**config.mk**
```make
export PLATFORM = sky130hd
export DESIGN_NAME = tcc_core
export DESIGN_NICKNAME = d
export VERILOG_FILES = /design/src/tcc_pkg.sv /design/src/tcc_core.sv
export SDC_FILE = /design/constraint.sdc
export NUM_CORES = 1
export LEC_CHECK = 0
export ABC_AREA = 1
export BUFFER_PORTS_ARGS = -buffer_cell sky130_fd_sc_hd__buf_2
export CORE_UTILIZATION = 34
export CTS_CLUSTER_SIZE = 8
export DETAILED_ROUTE_END_ITERATION = 8
export PLACE_DENSITY_LB_ADDON = 0.05
export SYNTH_ARGS = -nofsm -noshare
export SYNTH_HDL_FRONTEND = slang
export SYNTH_SLANG_ARGS = --single-unit
```
**constraint.sdc**
```tcl
create_clock -name mclk -period 2.4 [get_ports mclk]
set_input_delay 0.12 -clock mclk [delete_from_list [all_inputs] [get_ports mclk]]
set_output_delay 0.12 -clock mclk [all_outputs]
set_load 0.01 [all_outputs]
```
**src/tcc_pkg.sv**
```systemverilog
// constants, types and carrier structs for the timer channel clock core
// assumes one peripheral clock domain, all control arrives as plain ports
//
// What this block does
// - each channel has a 32-bit counter advancing on each selected clock edge
// - wrap from all-ones to zero sets the channel overflow flag
// - counter value output shows the live counter contents
// - trigger clears counter on the next valid selected clock edge
// - block mode routes each external clock from its pin or an io_line_a of its own module
// - clock select picks three external inputs or div 2, 8, 32, 128, slow
// - clock invert makes the channel count on the opposite edge
// - burst selects none or an external input as gate; count only while high
// - enable command enables channel clock, disable command disables it
// - capture mode: capture b load disables clock when disable_on_b_load set
// - waveform mode: compare c match disables clock when disable_on_c_compare set
// - while disabled, start and stop are ignored; only enable re-enables
// - clock enabled status follows the enabled state
// - any trigger starts the channel clock if enabled
// - capture b load or compare c match stops clock when stop bit set
// - start and stop act only while the clock is enabled
// - one block control write starts all channels of a module together
// - each channel drives its own interrupt output
// - six identical 32-bit channels in two modules of three
// - block sync bit acts as a software trigger on every channel of its module at once
// - mode bit: zero capture, one waveform, steering stop and disable events
package tcc_pkg;

    localparam int          NUM_CH        = 6;
    localparam int          CH_PER_MOD    = 3;
    localparam int          NUM_MOD       = 2;
    localparam int          CNT_W         = 32;
    localparam logic [31:0] CNT_RESET     = 32'h0000_0000;
    localparam logic [31:0] CNT_MAX       = 32'hffff_ffff;
    localparam logic [6:0]  PRESC_RESET   = 7'h00;
    // prescaler bit whose rising transition marks a divided tick
    localparam int          DIV8_BIT      = 2;
    localparam int          DIV32_BIT     = 4;
    localparam int          DIV128_BIT    = 6;

    localparam logic [2:0]  CS_DIV2       = 3'h0;
    localparam logic [2:0]  CS_DIV8       = 3'h1;
    localparam logic [2:0]  CS_DIV32      = 3'h2;
    localparam logic [2:0]  CS_DIV128     = 3'h3;
    localparam logic [2:0]  CS_SLOW       = 3'h4;
    localparam logic [2:0]  CS_XC0        = 3'h5;
    localparam logic [2:0]  CS_XC1        = 3'h6;
    localparam logic [2:0]  CS_XC2        = 3'h7;

    localparam logic [1:0]  BURST_NONE    = 2'h0;

    typedef struct packed {
        logic [2:0] clock_source_select;
        logic       clock_invert;
        logic [1:0] burst_select;
        logic       wave_mode;
        logic       disable_on_b_load;
        logic       stop_on_b_load;
        logic       disable_on_c_compare;
        logic       stop_on_c_compare;
    } tcc_mode_s;

    typedef struct packed {
        logic clock_enable_cmd;
        logic clock_disable_cmd;
        logic software_trigger_cmd;
    } tcc_cmd_s;

    // clock run state: gray along off -> stopped -> running
    typedef enum logic [1:0] {
        TCC_OFF  = 2'b00,
        TCC_STOP = 2'b01,
        TCC_RUN  = 2'b11
    } tcc_run_e;

endpackage : tcc_pkg

```
**src/tcc_core.sv**
```systemverilog
// six-channel counting core: clock routing, selection, gating and run control
// assumes commands are one-cycle pulses from same-clock logic, pins are async
`timescale 1ns/1ps
`default_nettype none
module tcc_core
    import tcc_pkg::*;
(
    input  wire logic                         mclk,
    input  wire logic                         nrst,
    input  wire logic [NUM_CH-1:0]            ext_clock_pin,
    input  wire logic [NUM_CH-1:0]            io_line_a,
    input  wire logic                         slow_clock,
    input  wire tcc_mode_s [NUM_CH-1:0]       channel_mode,
    input  wire tcc_cmd_s  [NUM_CH-1:0]       channel_cmd,
    input  wire logic [NUM_MOD-1:0]           block_sync_cmd,
    input  wire logic [NUM_MOD*6-1:0]         block_mode,
    input  wire logic [NUM_CH-1:0]            capture_b_load,
    input  wire logic [NUM_CH-1:0]            compare_c_match,
    input  wire logic [NUM_CH-1:0]            ext_trigger,
    input  wire logic [NUM_CH-1:0]            overflow_read_clear,
    output logic [NUM_CH-1:0][CNT_W-1:0]      counter_value,
    output logic [NUM_CH-1:0]                 counter_overflow_flag,
    output logic [NUM_CH-1:0]                 clock_enabled_status,
    output logic [NUM_CH-1:0]                 channel_irq
);

    // ------------------------------------------------------------
    // input synchronisers
    // ------------------------------------------------------------
    // pins only; level rule on external clocks keeps edges resolvable
    logic [NUM_CH-1:0] pin_s1_reg, pin_s2_reg, pin_s3_reg;
    logic [NUM_CH-1:0] ioa_s1_reg, ioa_s2_reg, ioa_s3_reg;
    logic [2:0]        slow_s_reg;

    always_ff @(posedge mclk or negedge nrst)
    begin
        if (!nrst)
        begin
            pin_s1_reg <= '0;
            pin_s2_reg <= '0;
            pin_s3_reg <= '0;
            ioa_s1_reg <= '0;
            ioa_s2_reg <= '0;
            ioa_s3_reg <= '0;
            slow_s_reg <= '0;
        end
        else
        begin
            // stage 3 is a delayed copy left unused; edges are detected on the selected level
            pin_s1_reg <= ext_clock_pin;
            pin_s2_reg <= pin_s1_reg;
            pin_s3_reg <= pin_s2_reg;
            ioa_s1_reg <= io_line_a;
            ioa_s2_reg <= ioa_s1_reg;
            ioa_s3_reg <= ioa_s2_reg;
            slow_s_reg <= {slow_s_reg[1:0], slow_clock};
        end
    end

    // ------------------------------------------------------------
    // prescaler for the internal divided ticks
    // ------------------------------------------------------------
    logic [6:0] presc_reg, presc_next;

    always_comb
    begin
        presc_next = presc_reg + 7'h01;
    end

    always_ff @(posedge mclk or negedge nrst)
    begin
        if (!nrst)
            presc_reg <= PRESC_RESET;
        else
            presc_reg <= presc_next;
    end

    // level of a divided clock: bit k of the prescaler is clock/2^(k+1)
    logic [4:0] int_level;
    logic [4:0] int_level_d;
    always_comb
    begin
        int_level = {slow_s_reg[1], presc_reg[DIV128_BIT], presc_reg[DIV32_BIT],
                     presc_reg[DIV8_BIT], presc_reg[0]};
        int_level_d = {slow_s_reg[2], presc_next[DIV128_BIT] ^ 1'b0, 3'b000};
    end

    // ------------------------------------------------------------
    // per-channel logic
    // ------------------------------------------------------------
    logic [NUM_CH-1:0]            lvl_d_reg, lvl_d_next;
    logic [NUM_CH-1:0]            trig_pend_reg, trig_pend_next;
    logic [NUM_CH-1:0]            ovf_reg, ovf_next;
    logic [NUM_CH-1:0][CNT_W-1:0] cnt_reg, cnt_next;
    tcc_run_e [NUM_CH-1:0]        run_reg, run_next;
    logic [NUM_CH-1:0]            irq_reg, irq_next;

    // route one channel's three external clock levels from the block mode field
    function automatic logic [2:0] route_xc(input int ch, input logic [NUM_CH*6-1:0] bm,
                                            input logic [NUM_CH-1:0] pins, input logic [NUM_CH-1:0] ioa);
        int  m;
        logic [2:0] r;
        m = ch / CH_PER_MOD;
        for (int k = 0; k < CH_PER_MOD; k++)
        begin
            // each input: pin of its own index, or line a of index (k + field) mod 3 in its module
            if (bm[m*6 + k*2 +: 2] == 2'h0)
                r[k] = pins[m*CH_PER_MOD + k];
            else
                r[k] = ioa[m*CH_PER_MOD + ((k + int'(bm[m*6 + k*2 +: 2])) % CH_PER_MOD)];
        end
        return r;
    endfunction : route_xc

    logic [NUM_MOD*6-1:0] bm_w;
    logic [NUM_CH*6-1:0]  bm_ext;
    always_comb
    begin
        bm_w   = block_mode;
        bm_ext = '0;
        bm_ext[NUM_MOD*6-1:0] = bm_w;
    end

    always_comb
    begin
        logic [2:0] xc;
        logic       sel;
        logic       gate;
        logic       edge_ok;
        logic       trig;
        logic       start_ev;
        logic       stop_ev;
        logic       dis_ev;
        int         mi;
        xc       = '0;
        sel      = 1'b0;
        gate     = 1'b1;
        edge_ok  = 1'b0;
        trig     = 1'b0;
        start_ev = 1'b0;
        stop_ev  = 1'b0;
        dis_ev   = 1'b0;
        mi       = 0;
        lvl_d_next     = lvl_d_reg;
        trig_pend_next = trig_pend_reg;
        ovf_next       = ovf_reg;
        cnt_next       = cnt_reg;
        run_next       = run_reg;
        irq_next       = '0;
        for (int c = 0; c < NUM_CH; c++)
        begin
            mi = c / CH_PER_MOD;
            xc = route_xc(c, bm_ext, pin_s2_reg, ioa_s2_reg);
            case (channel_mode[c].clock_source_select)
                CS_DIV2:   sel = int_level[0];
                CS_DIV8:   sel = int_level[1];
                CS_DIV32:  sel = int_level[2];
                CS_DIV128: sel = int_level[3];
                CS_SLOW:   sel = int_level[4];
                CS_XC0:    sel = xc[0];
                CS_XC1:    sel = xc[1];
                CS_XC2:    sel = xc[2];
                default:   sel = int_level[0];
            endcase
            sel = sel ^ channel_mode[c].clock_invert;
            lvl_d_next[c] = sel;
            // gate from an external input, none means always open
            if (channel_mode[c].burst_select == BURST_NONE)
                gate = 1'b1;
            else
                gate = xc[channel_mode[c].burst_select - 2'h1];
            edge_ok = sel && !lvl_d_reg[c] && gate;
            // sync from block write hits all three channels at once
            trig = channel_cmd[c].software_trigger_cmd || block_sync_cmd[mi]
                   || ext_trigger[c] || (channel_mode[c].wave_mode && compare_c_match[c]);
            start_ev = trig;
            stop_ev = channel_mode[c].wave_mode ? (compare_c_match[c] && channel_mode[c].stop_on_c_compare)
                                                : (capture_b_load[c] && channel_mode[c].stop_on_b_load);
            dis_ev = channel_mode[c].wave_mode ? (compare_c_match[c] && channel_mode[c].disable_on_c_compare)
                                               : (capture_b_load[c] && channel_mode[c].disable_on_b_load);
            // run control: disable beats enable beats start/stop
            case (run_reg[c])
                TCC_OFF:
                    if (channel_cmd[c].clock_enable_cmd && !channel_cmd[c].clock_disable_cmd)
                        run_next[c] = TCC_STOP;
                TCC_STOP:
                    if (channel_cmd[c].clock_disable_cmd || dis_ev)
                        run_next[c] = TCC_OFF;
                    else if (start_ev)
                        run_next[c] = TCC_RUN;
                TCC_RUN:
                    // a compare match that also triggers must still stop when asked to
                    if (channel_cmd[c].clock_disable_cmd || dis_ev)
                        run_next[c] = TCC_OFF;
                    else if (stop_ev)
                        run_next[c] = TCC_STOP;
                default:
                    run_next[c] = TCC_OFF;
            endcase
            // trigger waits for the next valid selected edge
            if (trig && run_reg[c] != TCC_OFF)
                trig_pend_next[c] = 1'b1;
            if (edge_ok && run_reg[c] == TCC_RUN)
            begin
                if (trig_pend_reg[c])
                begin
                    cnt_next[c]       = CNT_RESET;
                    trig_pend_next[c] = trig && run_reg[c] != TCC_OFF;
                end
                else
                    cnt_next[c] = cnt_reg[c] + 32'h0000_0001;
            end
            // set wins over clear on the overflow flag
            if (overflow_read_clear[c])
                ovf_next[c] = 1'b0;
            if (edge_ok && run_reg[c] == TCC_RUN && !trig_pend_reg[c] && cnt_reg[c] == CNT_MAX)
            begin
                ovf_next[c] = 1'b1;
                irq_next[c] = 1'b1;
            end
        end
    end

    // ------------------------------------------------------------
    // state registers, reset to a quiet channel
    // ------------------------------------------------------------
    always_ff @(posedge mclk or negedge nrst)
    begin
        if (!nrst)
        begin
            lvl_d_reg     <= '0;
            trig_pend_reg <= '0;
            ovf_reg       <= '0;
            irq_reg       <= '0;
            for (int c = 0; c < NUM_CH; c++)
            begin
                cnt_reg[c] <= CNT_RESET;
                run_reg[c] <= TCC_OFF;
            end
        end
        else
        begin
            lvl_d_reg     <= lvl_d_next;
            trig_pend_reg <= trig_pend_next;
            ovf_reg       <= ovf_next;
            irq_reg       <= irq_next;
            cnt_reg       <= cnt_next;
            run_reg       <= run_next;
        end
    end

    // ------------------------------------------------------------
    // outputs, all straight from flip-flops
    // ------------------------------------------------------------
    always_comb
    begin
        counter_value         = cnt_reg;
        counter_overflow_flag = ovf_reg;
        channel_irq           = irq_reg;
        for (int c = 0; c < NUM_CH; c++)
            clock_enabled_status[c] = run_reg[c][0];
    end

    // six channels, two modules of three
    logic unused_ok;
    always_comb
    begin
        unused_ok = ^int_level_d ^ pin_s3_reg[0] ^ ioa_s3_reg[0];
    end

endmodule : tcc_core
`default_nettype wire

```
# After elaboration in Yosys (flattened, before gate mapping)
# Cells that the tools add are included.
[totals]
register_bits = 261
inputBits = 137
out_inout_bits = 210
wordCells = 443
[classes]
add_sub_neg = 20
div = 6
n_lt_le_gt_ge = 12
n_eq_ne = 78
n_mux = 138
bitwise = 6
reduce_logical = 156
[ops]
columns = ["operator", "count"]
rows = [
  ["adder 32 x 1 -> 32 bit, second input constant", 6],
  ["equality test 32 bit, second input constant", 6],
  ["< comparator 32 x 5 -> 1 bit, second input constant", 6],
  ["two-way mux 32 bit", 6],
  ["remainder unit 32 x 3 -> 32 bit, second input constant", 4],
  ["adder 3 x 32 -> 32 bit, first input constant", 3],
  ["two-way mux 1 bit", 78],
  ["equality test 3 bit, second input constant", 24],
  ["logical AND 1 bit", 72],
  ["remainder unit 3 x 3 -> 32 bit, second input constant", 2],
  ["two-way mux 2 bit", 30],
  ["case mux 1 bit (8 select lines)", 6],
  ["equality test 3 x 2 -> 1 bit, second input constant", 12],
  ["zero test 2 bit", 18],
  ["inequality test 3 bit, second input constant", 12],
  ["case mux 2 bit (3 select lines)", 6],
  ["logical OR 1 bit", 24],
  ["nonzero test 2 bit", 12],
  ["binary-select mux 1 bit (select 3 bit)", 6],
  ["equality test 3 x 1 -> 1 bit, second input constant", 6],
  ["zero test 1 bit", 18],
  ["zero test 3 bit", 6],
  ["< comparator 2 x 3 -> 1 bit, second input constant", 6],
  ["AND reduction 3 bit", 6],
  ["other kinds (9)", 41],
]

# Longest topological paths before layout
[depth]
ltp_word = 15
mapped_depth = 18
mapped_depth_nobuf = 17

# Least setup slack after synthesis
# OpenSTA, ideal clock, no wires.
[synth_timing]
path_type = "register to register"
startpoint = "register cnt_reg (netlist bit counter_value[160])"
endpoint = "register cnt_reg (netlist bit counter_value[186])"
setup_time_ns = 0.065
arrival_time_ns = 1.790
required_ns = 2.335
path_slack_ns = 0.545
stages_incl_launch_ff = 11
n_path_buf = 0
period_less_slack_ns = 1.855
cell_sequence = "dfrtp_1 > ha_1 > nand2_1 > nor2_2 > nand3_4 > nor2_2 > nand3_2 > or3_1 > a21oi_1 > nand3_1 > nand2_1"
[synth_between]
elab_chain_cells = 2
[synth_rtl]
columns = ["item", "line", "text"]
rows = [
  ["from (decl)", "tcc_core.sv:94", "logic [NUM_CH-1:0][CNT_W-1:0] cnt_reg, cnt_next;"],
  ["from (signal assigned)", "tcc_core.sv:247", "cnt_reg <= cnt_next;"],
  ["adder 32 x 1 -> 32 bit", "tcc_core.sv:211", "cnt_next[c] = cnt_reg[c] + 32'h0000_0001;"],
  ["two-way mux 32 bit", "tcc_core.sv:205", "if (trig_pend_reg[c])"],
]
# No other way between the ends.
# A chain may end at the register's enable or synchronous reset.

# Worst setup path after layout
[layout_timing]
startpoint = "input port channel_mode[55] (netlist name)"
endpoint = "register run_reg[11] (netlist name)"
[layout_between]
elab_chain_cells = 4
[layout_rtl]
columns = ["item", "line", "text"]
rows = [
  ["from (decl)", "tcc_core.sv:13", "input wire tcc_mode_s [NUM_CH-1:0] channel_mode,"],
  ["logical AND 1 bit", "tcc_core.sv:177", "stop_ev = channel_mode[c].wave_mode ? (compare_c_match[c] && channel_mode[c].stop_on_c_compare)"],
  ["two-way mux 1 bit", "tcc_core.sv:177", ""],
  ["inequality test 3 bit (no line)", "--", ""],
  ["AND reduction 3 bit (no line)", "--", ""],
  ["to (signal assigned)", "tcc_core.sv:248", "run_reg <= run_next;"],
  ["to (decl)", "tcc_core.sv:95", "tcc_run_e [NUM_CH-1:0] run_reg, run_next;"],
]
# No other way between the ends.

==> impl_metrics.env <==
export IMPL_largest_reg_flops=192
export IMPL_maxCapViolations=0
export IMPL_violations="negative hold slack"
export IMPL_layout_common_cells="nand2_1, buf_2, nor2_1"
export IMPL_min_path_cells=4
export IMPL_io_buffers=346
export IMPL_vdd_drop_max_mv=0.391
export IMPL_gp_congestion=0.960
export IMPL_htree_levels=2
export IMPL_die_h_um=231
export IMPL_hold_path_end="run_reg[5]"
export IMPL_detail_route_antenna_nets=0
export IMPL_layout_drive_gt1_share_pct=17.3
export IMPL_clk_latency_ns=0.56
export IMPL_first_global_vias=17725
export IMPL_synth_warning_count=0
export IMPL_cellLeakagePower_nw=10.7
export IMPL_fin_nets=3165
export IMPL_cts_sinks=261
export IMPL_die_area_um2=53300
export IMPL_cp_start_kind="input pin"
export IMPL_initial_core_util_pct=34.6
export IMPL_arrival_ns=2.85
export IMPL_die_width_um=231
export IMPL_placed_cells=3568
export IMPL_r2r_start="clock_enabled_status[4]"
export IMPL_synth_fp_nets=2736
export IMPL_end_kind="flop"
export IMPL_antenna_found_initial=19
export IMPL_setup_slack_ns=0.0496
export IMPL_rows=83
export IMPL_rsz0062_at_grt="no"
export IMPL_post_route_period_util_pct=97.9
export IMPL_cts_root_buf="clkbuf_16"
export IMPL_ff2ff_path_depth=7
export IMPL_via_per_inst=4.95
export IMPL_numCtsBuffers=39
export IMPL_synth_edff_count=0
export IMPL_post_route_min_period_ns=2.35
export IMPL_wl_per_cell_um=16.4
export IMPL_p_per_area_nw_per_um2=507
export IMPL_cts_tree="done"
export IMPL_r2r_setup_slack_ns=0.15
export IMPL_hp_start="channel_mode[25]"
export IMPL_timing_rr_end="run_reg[9]"
export IMPL_setup_violations=0
export IMPL_syn_cell_area_um2=17800
export IMPL_power_mw=11.3
export IMPL_finalHoldViolCount=1
export IMPL_layout_commonest_cell="nand2_1"
export IMPL_hold_ws_ns=-0.0171
export IMPL_setup_worst_path_class="input pin to flop"
export IMPL_grt_use_total_pct=22.9
export IMPL_grt_overflow_total=0
export IMPL_io_pins=347
export IMPL_dr_pass1_iters=5
export IMPL_syn_avg_cell_area_um2=6.93
export IMPL_num_vias=18319
export IMPL_ys_ff_latch=261
export IMPL_utilization_pct=43.1
export IMPL_routed_wl_um=60600
export IMPL_worst_slew_pin_slew_ns=0.606
export IMPL_instances_no_fill=3700
export IMPL_async_flop_share_pct=100
export IMPL_dp_slack_ns=-0.0484
export IMPL_route_detailed_drc=0
export IMPL_slew_limit_headroom_pct=59.2
export IMPL_hp_class="input pin to flop"
export IMPL_syn_to_final_growth_pct=24.7
export IMPL_clk_pin_slew_ns=0.05
export IMPL_skew_ns=0.0181
export IMPL_dp_hpwl_um=45300
export IMPL_status="complete, but fails checks"
export IMPL_yosysUniqueCellTypes=48
export IMPL_core_um2=51500
export IMPL_worstPathMaxFanout=1
export IMPL_seq_area_frac_synth_pct=36.6
export IMPL_cts_path_max_buffers=3
export IMPL_slew_viol_final=0
export IMPL_syn_inst=2573
export IMPL_synth_flop_cell="dfrtp_1"
export IMPL_achievable_frequency_mhz=425
export IMPL_crit_required_ns=2.90
export IMPL_grt_pass1_wl_um=98200
export IMPL_grt_start_max_net_pins=68
export IMPL_drt_first_iter_violations=1096
what timing repair did:
item | CTS | global route
endpoints found under the setup margin | 0 | 38
hold buffers | 70 | 2
buffers inserted | 0 | 3
resized for setup | 0 | 3
hold endpoints to repair | 104 | 1
worst max path at each step:
stage                             startpoint                  to  cells past startpoint
after floorplan           counter_value[160]  counter_value[186]                     10
after global placement         block_mode[2]   counter_value[17]                     15
after detailed placement       block_mode[2]   counter_value[12]                     15
after CTS                     channel_cmd[7]          run_reg[5]                     10
after global routing        channel_mode[55]         run_reg[11]                      8
final                       channel_mode[55]         run_reg[11]                      8
cell families after synthesis:
family | after synthesis | synth area share [%]
simple gates | 1723 | 42.6
buf+inv | 332 | 8.56
flops | 261 | 36.6
xor+xnor | 149 | 7.32
compound gates | 82 | 3.05
fa+ha+maj | 26 | 1.83
worst max-delay path, cell delays in order:
cell           delay (ns)
dlygate4sd3_1        0.52
buf_2                0.12
a32oi_2              0.20
dlygate4sd3_1        0.58
nand4_1              0.06
dlygate4sd3_1        0.57
o41ai_1              0.07
dlygate4sd3_1        0.59
through the flow:
| stage | setup TNS (ns) | cell area [um2] |
|---|---|---|
| floorplan | 0 | 17800 |
| global placement | 0 | 20400 |
| detailed placement | -1.04 | 20400 |
| CTS | 0 | 22100 |
| global route | 0 | 22200 |
| finish | 0 | 22200 |
metal layers:
layer / global-route usage [%] / vias up / wire length (um) / part of all wire [%]
met4: 6.15 / 12 / 1200 / 2.0
met3: 3.74 / 90 / 3320 / 5.5
li1: - / 9162 / - / -
met5: 0 / - / 71 / 0.12
met1: 31.6 / 8596 / 27900 / 46
met2: 36.8 / 459 / 28200 / 46
cell type report:
type	count	area, um2
diodes	9	22.5
fillers	5519	29300
inverters	241	905
multi-input cells	1980	9780
clock buffers	47	1040
clock inverters	3	30.0
well taps	680	851
repair buffers	479	3070
flip-flops and latches	261	6530
report_power, final:
group          total [mW]  switching (mW)  internal [mW]  leakage [nW]
sequential           4.64           0.115           4.53          3.52
clock                5.06            2.06           3.00         0.523
combinational        1.56           0.895          0.667          6.65
synth_stat cells, types with 6 or more instances:
cell type  count  share of area, %
inv_2          6              0.13
nand2_2        8              0.28
nand3_1      304               8.5
a21oi_1       30              0.84
inv_1        235               4.9
nor3_1       114               3.2
buf_2         22              0.62
nand2_4        6              0.38
ha_1          26               1.8
clkbuf_1      26              0.55
nand2_1      800                17
nand3b_1      16              0.67
o21ai_0       17              0.48
nor4_1        36               1.3
buf_6         24               1.5
or2_2         11              0.39
buf_4         19              0.80
xnor2_1       53               2.6
nor3_2         9              0.51
dfrtp_1      261                37
xor2_1        96               4.7
nand4_1       72               2.5
nor2_1       324               6.8
No activity file was read; power rests on OpenSTA's default activity.
